### config.mk
export PLATFORM = sky130hd
export DESIGN_NAME = svs_serializer
export DESIGN_NICKNAME = d
export VERILOG_FILES = /design/src/svs_pkg.sv /design/src/svs_fifo.sv /design/src/svs_serializer.sv
export SDC_FILE = /design/constraint.sdc
export NUM_CORES = 1
export LEC_CHECK = 0
export ABC_AREA = 0
export CAP_MARGIN = 30
export CORE_MARGIN = 1.5
export CORE_UTILIZATION = 27
export CTS_CLUSTER_SIZE = 16
export DETAILED_ROUTE_END_ITERATION = 7
export DONT_BUFFER_PORTS = 1
export GPL_TIMING_DRIVEN = 0
export PLACE_DENSITY = 0.48
export SYNTH_ARGS = -nofsm -noshare
export SYNTH_HDL_FRONTEND = slang
export SYNTH_SLANG_ARGS = --single-unit
### constraint.sdc
create_clock -name MCLK -period 3.1 [get_ports MCLK]
set_input_delay 0.155 -clock MCLK [delete_from_list [all_inputs] [get_ports MCLK]]
set_output_delay 0.155 -clock MCLK [all_outputs]
set_load 0.05 [all_outputs]
### src/svs_pkg.sv
// constants and types shared by the slow video serializer files
// assumes one dot clock domain; all pins sampled synchronously to it
package svs_pkg;
	localparam int SVS_NIB_W = 4;  // nibble bus width, one vram serial port
	localparam int SVS_CHIPS = 4;  // vram devices per bit plane
	localparam int SVS_FIFO_DEPTH = 8;  // nibble fifo depth
	localparam int SVS_CLK_NS = 40;  // dot clock period
	localparam int SVS_STROBE_NS = 40;  // source output delay plus register setup
	// least time, rounded up, never below one cycle
	localparam int SVS_STROBE_RAW = (SVS_STROBE_NS + SVS_CLK_NS - 1) / SVS_CLK_NS;
	localparam int SVS_STROBE_CYC = (SVS_STROBE_RAW < 1) ? 1 : SVS_STROBE_RAW;
	localparam logic [7:0] SVS_STROBE_CNT = 8'(SVS_STROBE_CYC);
	localparam logic [7:0] SVS_DLY_FIRE = 8'h01;  // count value that fires the strobe
	localparam logic [1:0] SVS_DOT_RST = 2'h0;  // dot counter after reset
	localparam logic [1:0] SVS_DOT_TC = 2'h3;  // dot counter terminal count
	localparam logic [1:0] SVS_SEL_RST = 2'h0;  // first vram of the plane
	localparam logic [3:0] SVS_SHREG_RST = 4'h0;  // shifter cleared value
	localparam logic [3:0] SVS_OE_OFF = 4'hF;  // all serial outputs disabled
	// line sequencer, gray along blank -> prime -> active
	typedef enum logic [1:0] {
		SVS_BLANK = 2'b00,
		SVS_PRIME = 2'b01,
		SVS_ACTIVE = 2'b11
	} svs_line_t;
endpackage

### src/svs_fifo.sv
// synchronous flip-flop fifo with valid/ready on both sides
// assumes one clock; flush and clock enable come from the owner
`timescale 1ns/1ps
module svs_fifo #(
	parameter int WIDTH = 4,
	parameter int DEPTH = 8
) (
	input wire logic clk,  // dot clock
	input wire logic rst,  // async reset, active high
	input wire logic ce,  // clock enable
	input wire logic flush,  // synchronous empty
	input wire logic in_valid,  // write request
	output logic in_ready,  // room for one word
	input wire logic [WIDTH-1:0] in_data,  // write word
	output logic out_valid,  // word available
	input wire logic out_ready,  // reader takes word
	output logic [WIDTH-1:0] out_data  // head word
);
	localparam int PW = (DEPTH > 1) ? $clog2(DEPTH) : 1;
	localparam int CW = $clog2(DEPTH + 1);
	localparam logic [CW-1:0] FULL_CNT = CW'(DEPTH);
	localparam logic [PW-1:0] LAST_PTR = PW'(DEPTH - 1);

	typedef struct packed {
		logic [DEPTH-1:0][WIDTH-1:0] mem;
		logic [PW-1:0] wr;
		logic [PW-1:0] rd;
		logic [CW-1:0] cnt;
	} svs_fifo_t;

	svs_fifo_t s;
	svs_fifo_t next_s;
	logic push;
	logic pop;

	// honest flags straight from the occupancy count
	assign in_ready = (s.cnt != FULL_CNT);
	assign out_valid = (s.cnt != '0);
	assign out_data = s.mem[s.rd];
	assign push = in_valid && in_ready;
	assign pop = out_valid && out_ready;

	// pointer and count update, flush wins over traffic
	always_comb begin
		next_s = s;
		if (push) begin
			next_s.mem[s.wr] = in_data;
			next_s.wr = (s.wr == LAST_PTR) ? '0 : s.wr + 1'b1;
		end
		if (pop) begin
			next_s.rd = (s.rd == LAST_PTR) ? '0 : s.rd + 1'b1;
		end
		if (push && !pop) begin
			next_s.cnt = s.cnt + 1'b1;
		end else if (pop && !push) begin
			next_s.cnt = s.cnt - 1'b1;
		end
		if (flush) begin
			next_s.wr = '0;
			next_s.rd = '0;
			next_s.cnt = '0;
		end
	end

	// state register
	always_ff @(posedge clk or posedge rst) begin
		if (rst) begin
			s <= '0;
		end else if (ce) begin
			s <= next_s;
		end
	end
endmodule

### src/svs_serializer.sv
// slow video serializer and monitor-control resynchronizer
// assumes MCLK is the dot clock; all inputs synchronous to it
//
// Functional notes
// - raw blank, hsync and vsync are resampled on the dot clock before use
// - sampling point sits a fixed delay after each word clock rise, every line
// - resample strobe follows word clock rise by output delay plus setup
// - syncs go out through one register, optionally inverted, plus a composite for green
// - this logic fills the assembly fifo from the vram nibble bus at terminal count and drains it
// - display words are 16 bits, four 4-bit vram chips per plane
// - vram serial outputs are enabled one at a time onto the nibble bus
// - nibble feeds a 4-bit parallel-in serial-out shifter with sync reset
// - shifter loads every four dots and shifts one bit per dot between
// - video output is held at zero from one dot after resampled blank goes active
// - select counter picks the vram, stepped at dot terminal count; nibble settles before fourth edge on
`timescale 1ns/1ps
module svs_serializer
	import svs_pkg::*;
#(
	parameter logic SYNC_INVERT = 1'b0,  // invert hsync and vsync outputs
	parameter int FIFO_DEPTH = SVS_FIFO_DEPTH  // nibble fifo depth
) (
	input wire logic MCLK,  // dot clock
	input wire logic RST,  // async reset, active high
	input wire logic CE,  // clock enable, freezes all state
	input wire logic WORD_RATE_VIDEO_CLOCK,  // word-rate video clock, sampled
	input wire logic BLANK_IN,  // raw blank from source, high = blank
	input wire logic HSYNC_IN,  // raw horizontal sync
	input wire logic VSYNC_IN,  // raw vertical sync
	input wire logic [SVS_NIB_W-1:0] NIBBLE_IN,  // shared vram serial nibble bus
	output logic [SVS_CHIPS-1:0] SOE_N,  // vram serial output enables, low active
	output logic VIDEO_OUT,  // serial pixel stream
	output logic HSYNC_OUT,  // resampled horizontal sync
	output logic VSYNC_OUT,  // resampled vertical sync
	output logic CSYNC_OUT,  // composite sync for the green channel
	output logic LOAD_OUT  // shifter load strobe
);
	typedef struct packed {
		logic wclk_q;
		logic [7:0] dly;
		logic blank_s;
		logic hsync_s;
		logic vsync_s;
		svs_line_t line;
		logic [1:0] dot;
		logic [1:0] sel;
		logic [SVS_NIB_W-1:0] shreg;
		logic video;
		logic hs_out;
		logic vs_out;
		logic cs_out;
	} svs_state_t;

	svs_state_t s;
	svs_state_t next_s;
	logic word_rise;
	logic strobe;
	logic tc;
	logic wr_valid;
	logic wr_ready;
	logic rd_valid;
	logic load;
	logic [SVS_NIB_W-1:0] rd_data;

	// nibble buffer between vram bus capture and the shifter
	svs_fifo #(
		.WIDTH(SVS_NIB_W),
		.DEPTH(FIFO_DEPTH)
	) u_fifo (
		.clk(MCLK),
		.rst(RST),
		.ce(CE),
		.flush(s.blank_s),
		.in_valid(wr_valid),
		.in_ready(wr_ready),
		.in_data(NIBBLE_IN),
		.out_valid(rd_valid),
		.out_ready(load),
		.out_data(rd_data)
	);

	// strobe timing and capture conditions
	assign word_rise = WORD_RATE_VIDEO_CLOCK && !s.wclk_q;
	assign strobe = (s.dly == SVS_DLY_FIRE);
	assign tc = (s.dot == SVS_DOT_TC);
	assign wr_valid = (s.line != SVS_BLANK) && !s.blank_s && tc;
	assign load = (s.line == SVS_ACTIVE) && !s.blank_s && tc;

	// one-hot enable decode of the selected vram
	always_comb begin
		if (s.line == SVS_BLANK) begin
			SOE_N = SVS_OE_OFF;
		end else begin
			SOE_N = ~(SVS_CHIPS'(1) << s.sel);
		end
	end

	assign VIDEO_OUT = s.video;
	assign HSYNC_OUT = s.hs_out;
	assign VSYNC_OUT = s.vs_out;
	assign CSYNC_OUT = s.cs_out;
	assign LOAD_OUT = load;

	// next-state logic for the whole block
	always_comb begin
		next_s = s;
		next_s.wclk_q = WORD_RATE_VIDEO_CLOCK;
		// fixed delay after each word clock rise
		if (word_rise) begin
			next_s.dly = SVS_STROBE_CNT;
		end else if (s.dly != 8'h00) begin
			next_s.dly = s.dly - 8'h01;
		end
		// resample monitor controls on the strobe only
		if (strobe) begin
			next_s.blank_s = BLANK_IN;
			next_s.hsync_s = HSYNC_IN;
			next_s.vsync_s = VSYNC_IN;
		end
		// sync outputs, buffered, hsync and vsync with optional inversion, composite never inverted
		next_s.hs_out = s.hsync_s ^ SYNC_INVERT;
		next_s.vs_out = s.vsync_s ^ SYNC_INVERT;
		next_s.cs_out = s.hsync_s | s.vsync_s;
		// line sequencer
		case (s.line)
			SVS_BLANK: begin
				next_s.dot = SVS_DOT_RST;
				next_s.sel = SVS_SEL_RST;
				if (!s.blank_s) begin
					next_s.line = SVS_PRIME;
				end
			end
			SVS_PRIME: begin
				next_s.dot = s.dot + 2'h1;
				if (wr_valid && wr_ready) begin
					next_s.line = SVS_ACTIVE;
				end
			end
			SVS_ACTIVE: begin
				next_s.dot = s.dot + 2'h1;
			end
			default: begin
				next_s.line = SVS_BLANK;
			end
		endcase
		// next vram only after its nibble was taken, full fifo stalls
		if (wr_valid && wr_ready) begin
			next_s.sel = s.sel + 2'h1;
		end
		if (s.blank_s && s.line != SVS_BLANK) begin
			next_s.line = SVS_BLANK;
		end
		// shifter: sync clear in blank, load each fourth dot, else shift
		if (s.blank_s) begin
			next_s.shreg = SVS_SHREG_RST;
		end else if (load) begin
			next_s.shreg = rd_valid ? rd_data : SVS_SHREG_RST;
		end else begin
			next_s.shreg = {s.shreg[SVS_NIB_W-2:0], 1'b0};
		end
		next_s.video = s.blank_s ? 1'b0 : s.shreg[SVS_NIB_W-1];
	end

	// state register, blank asserted out of reset
	always_ff @(posedge MCLK or posedge RST) begin
		if (RST) begin
			s <= '0;
			s.blank_s <= 1'b1;
			s.hs_out <= SYNC_INVERT;  // idle sync level, no false pulse out of reset
			s.vs_out <= SYNC_INVERT;
		end else if (CE) begin
			s <= next_s;
		end
	end

	// checks
	a_blank_zero_video: assert property (@(posedge MCLK) disable iff (RST || !CE)
		(CE && s.blank_s) |=> !VIDEO_OUT)
		else $error("video not zero during blank");
	a_oe_one_hot: assert property (@(posedge MCLK) disable iff (RST)
		(s.line != SVS_BLANK) |-> $onehot(~SOE_N))
		else $error("vram enables not one-hot");
	a_load_every_four: assert property (@(posedge MCLK) disable iff (RST || !CE)
		(CE && load) |=> !load [*3] ##1 (load || s.blank_s || (s.line != SVS_ACTIVE)))
		else $error("load not every fourth dot");
	a_load_at_tc: assert property (@(posedge MCLK) disable iff (RST)
		load |-> (s.dot == SVS_DOT_TC) && (s.line == SVS_ACTIVE))
		else $error("load off terminal count");
	a_strobe_after_edge: assert property (@(posedge MCLK) disable iff (RST || !CE)
		(strobe && CE && $past(CE)) |-> $past(word_rise, SVS_STROBE_CYC))
		else $error("strobe not at fixed delay after word clock");
	a_sync_sample_hold: assert property (@(posedge MCLK) disable iff (RST || !CE)
		!strobe |=> $stable(s.hsync_s) && $stable(s.blank_s))
		else $error("controls changed outside strobe");
	a_shift_one_bit: assert property (@(posedge MCLK) disable iff (RST || !CE)
		(CE && !load && !s.blank_s) |=> s.shreg == {$past(s.shreg[SVS_NIB_W-2:0]), 1'b0})
		else $error("shifter did not shift one bit");
	a_sel_at_tc: assert property (@(posedge MCLK) disable iff (RST || !CE)
		(s.line != SVS_BLANK) && !tc |=> $stable(s.sel))
		else $error("vram select moved mid nibble");
	a_full_stalls: assert property (@(posedge MCLK) disable iff (RST || !CE)
		(wr_valid && !wr_ready && !s.blank_s) |=> $stable(s.sel))
		else $error("select advanced into full fifo");
	// frozen cycles are kept out of both antecedent cycles by the sampled enable
	a_video_from_load: assert property (@(posedge MCLK) disable iff (RST || !CE)
		(CE && load && rd_valid) ##1 (CE && !s.blank_s) |=> VIDEO_OUT == $past(rd_data[SVS_NIB_W-1], 2))
		else $error("loaded msb not on video two dots later");
	a_line_first_chip: assert property (@(posedge MCLK) disable iff (RST || !CE)
		(CE && (s.line == SVS_BLANK) && !s.blank_s) |=> (SOE_N == ~(SVS_CHIPS'(1))))
		else $error("line did not start on first vram");
	a_blank_oe_off: assert property (@(posedge MCLK) disable iff (RST)
		(s.line == SVS_BLANK) |-> (SOE_N == SVS_OE_OFF))
		else $error("vram enabled during blank state");
	c_line_start: cover property (@(posedge MCLK) disable iff (RST)
		s.line == SVS_PRIME ##1 s.line == SVS_ACTIVE);
	c_load_data: cover property (@(posedge MCLK) disable iff (RST)
		load && rd_valid);
	c_fifo_full: cover property (@(posedge MCLK) disable iff (RST)
		wr_valid && !wr_ready);
	c_sync_pulse: cover property (@(posedge MCLK) disable iff (RST)
		$rose(HSYNC_OUT ^ SYNC_INVERT));
endmodule

==> impl_metrics.yaml <==
sta:
  rsz0062_at_grt: "no"
  worst_slack_ns: 0.2246
  final.period_utilization_pct: 92.75
  hold_viol: 0
  timing.clock.skew_ns: 0.004998
  fmaxAchievable_mhz: 347.8
  final-setup-viol-count: 0
  slew-limit-headroom_pct: 47.25
  post-route-min-period_ns: 2.875
  final_max_slew_viol_count: 0
  max_slew.worst_pin.slew_ns: 0.7852
pwr:
  switching_share_pct: 33.23
  switchingPower_uw: 1067
  cellInternalPower_uw: 2144
  power.clock.fraction_pct: 32.7
  max-vdd-ir-drop_v: 0.0002542
  sequential_share_of_power_pct: 41.6
  total_leakage_power_uw: 0.001765
  combPwrFrac_pct: 25.7
  powerDensity_mw_per_mm2: 790.6
clock_network:
  clk_pin_slew_ns: 0.05
  worstSkewPairLatency_ns: 0.33
  cts_tree: "built"
  cts-root-to-sink-buffers: 2
  buffer_type_at_the_clock_tree_root: "clkbuf_16"
  cts_inserted_buffers: 9
  clkSinkCount: 68
  cts.htree.levels: 3
yosys:
  synth_largest_type_area_fraction_pct: 49.26
  syn_area_mm2: 0.003403
  post_synth_and_or_nand_nor_area_fraction_pct: 11.73
  yosys.area_share.adder_pct: 5.368
  post_synth_num_cell_types: 48
  synth_compound_area_share_pct: 9.228
  synth_top_cells_by_area: "dfrtp_1 (49%), mux2_2 (11%), mux4_2 (5.3%)"
  synth_seq_cells: 68
  synth_cells: 281
  syn-num-nets: 306
  ys_seq_area_share_pct: 50.04
  synth-edff-count: 0
  yosysTopAreaCell: "dfrtp_1"
  mux_cell_area_share_after_synthesis_pct: 19.15
  synth.yosys.warnings: 0
  synth_top_family_by_area: "multiplexers"
  xor_xnor_fraction_of_synth_area_pct: 1.801
  synthFlopType: "dfrtp_1"
  synth-async-reset-ratio_pct: 100.0
  postSynthAreaPerCell_um2: 12.11
layout:
  layout_commonest_cell: "dfrtp_1"
  layout_common_cells: "dfrtp_1 (67), mux2_2 (33), nand2_1 (21)"
  num-nets-final: 327
  fin_area_mm2: 0.004061
  final_core_util_pct: 33.40
  final_layout_size_suffix_gt1_share_pct: 25.08
  area_growth_syn_to_layout_pct: 19.34
  antenna_cells_inserted: 0
status:
  outcome: "completed"
critical_path:
  worstPathMaxFanout: 7
  critPathRequiredTime_ns: 3.35
  critical-path-top-delay-family: "simple AND/OR/NAND/NOR gates"
  timing.critical_path.slowest_cell_delay_ns: 0.44
  cp_common_cell: "ha_1"
  critical_path_class: "reg -> reg"
  worstPathBufferInverterCount: 1
  startpoint_kind_of_the_worst_setup_timing_path: "flop"
  critPathSlowestCell: "or3b_2"
  timing.critical_path.to_type: "flop"
  cp_data_arrival_time_ns: 3.12
  worstPathCellList: "ha_1 -> and4b_2 -> a21boi_4 -> nor2b_2 -> inv_1 -> ha_1 -> a21oi_1 -> nand2_1 -> or3b_2 -> o2111a_1 -> o21ai_0"
place:
  globalplace.congestion: 0.7257
  dpl_worst_slack_ns: -0.1401
  numPortBuffers: 0
  placedInstanceArea_mm2: 0.003643
  detailed_place_hpwl_mm: 4.838
min_path:
  timing.hold.worst.class: "in -> reg"
global_routing:
  grt_pass1_vias: 2261
  grt_max_degree: 69
  overflow: 0
  grt_first_pass_wirelength_mm: 12.01
  grtUsageTotal_pct: 11.94
  grt_antenna_before_repair: 0
route:
  detail_route.wirelength_mm: 7.090
  wl_per_cell_um: 14.93
  drt_pre_antenna_iters: 4
  drc_errors: 0
  ant_nets: 0
  initial_drc_count: 82
  drt-vias-per-instance: 4.577
  routed-via-count: 2174
floorplanning:
  dieArea_mm2: 0.01329
  floorplan.rows: 40
  floorplan_die_width_um: 115.3
  die_h_um: 115.3
  top_level_ports: 20
  core_region_mm2: 0.01216
  initial_utilization_pct: 27.98
flow_run:
  timing.max_cap.violations: 0
## cells in the mapped netlist, types with 2 or more instances
master and n:
a21oi_1 9, a22o_1 6, a31oi_1 3, and2_1 3, clkbuf_1 7, dfrtp_1 67
ha_1 13, inv_1 15, mux2_2 33, mux2_4 4, mux2i_1 4, mux4_2 8
nand2_1 21, nand2b_1 4, nand3_1 3, nand3b_1 2, nand4_1 3, nor2_1 13
nor2b_1 5, nor3_1 7, o21ai_0 16, o22ai_1 3, or2_2 2, xnor2_1 4
xor2_1 3
## power groups by stage
stage          combinational, uW  clock (uW)  sequential, uW
2_1_floorplan                668           0            1300
3_3_place_gp                 778           0            1350
3_5_place_dp                 805           0            1350
4_1_cts                      829        1090            1340
5_1_grt                      933        1120            1370
6_report                     824        1050            1340
## per-stage QoR
step / cells / power (uW) / TNS, ns / hold WS (ns)
after floorplan: 281 / 1968 / 0 / 0.2939
after global placement: 449 / 2123 / -0.1078 / 0.3055
after detailed placement: 450 / 2154 / -0.1401 / 0.1405
after CTS: 475 / 3255 / 0 / 0.1996
after global routing: 475 / 3422 / 0 / 0.2553
final: 475 / 3211 / 0 / 0.2062
## final timing paths
| check | start | endpoint | cells past startpoint | slack (ns) |
|---|---|---|---|---|
| setup / recovery | s[10] | u_fifo.s[3] | 11 | 0.22 |
| hold / removal | WORD_RATE_VIDEO_CLOCK | s[17] | 3 | 0.21 |
| setup reg to reg | s[10] | u_fifo.s[3] | 11 | 0.22 |
| hold reg to reg | s[11] | s[11] | 1 | 0.49 |
| max in group asynchronous | RST | s[16] | 3 | 2.41 |
| min in group asynchronous | RST | s[20] | 3 | 0.37 |
## cell type report
| class | instances | area (um^2) |
|---|---|---|
| clock buffer | 15 | 277.8 |
| timing repair buffer | 10 | 117.6 |
| sequential | 68 | 1703 |
| multi-input combinational | 189 | 1629 |
| fill | 1224 | 8100 |
| inverter | 15 | 58.81 |
| buffer | 9 | 35.03 |
| tap | 168 | 210.2 |
| clock inverter | 1 | 30.03 |
## flip-flops by register name, indices dropped and copies added, names as in the netlist
register,flops
VSYNC_OUT,1
VIDEO_OUT,1
next_s,2
CSYNC_OUT,1
s,20
HSYNC_OUT,1
u_fifo.s,42
## logic make-up after synthesis
logic type / after synthesis
muxes: 49
adders and majority gates: 14
DFF: 68
xor gates and xnor gates: 7
and+or+nand+nor: 73
AOI/OAI and AO/OA: 46
buffers and inverters: 24
## timing repair
| action | 4_1_cts | 5_1_grt |
|---|---|---|
| pin swaps | 0 | 0 |
| hold buffers | 9 | 0 |
| resized for setup | 2 | 3 |
| endpoints found under the setup margin | 1 | 1 |
| endpoints found under the hold margin | 103 | 0 |
| setup buffers | 0 | 0 |
## worst reg2reg max path: cells and delay by family, from the launching register on
| kind | cells | cell delay, ns |
|---|---|---|
| buffers and inverters | 1 | 0.09 |
| and+or+nand+nor | 4 | 1.12 |
| AOI/OAI and AO/OA | 4 | 0.64 |
| adders and majority gates | 2 | 0.55 |
| DFF | 1 | 0.39 |
## routing by layer
metal | part of all wire [%] | GRT usage, % | up-vias
li1 | - | - | 1057
met2 | 46 | 18.45 | 30
met3 | 3.9 | 4.692 | 11
met4 | 1.8 | 3.292 | 0
met5 | 0 | 0 | -
met1 | 49 | 15.64 | 1076
Note: power is estimated with default switching activity, not from simulation.
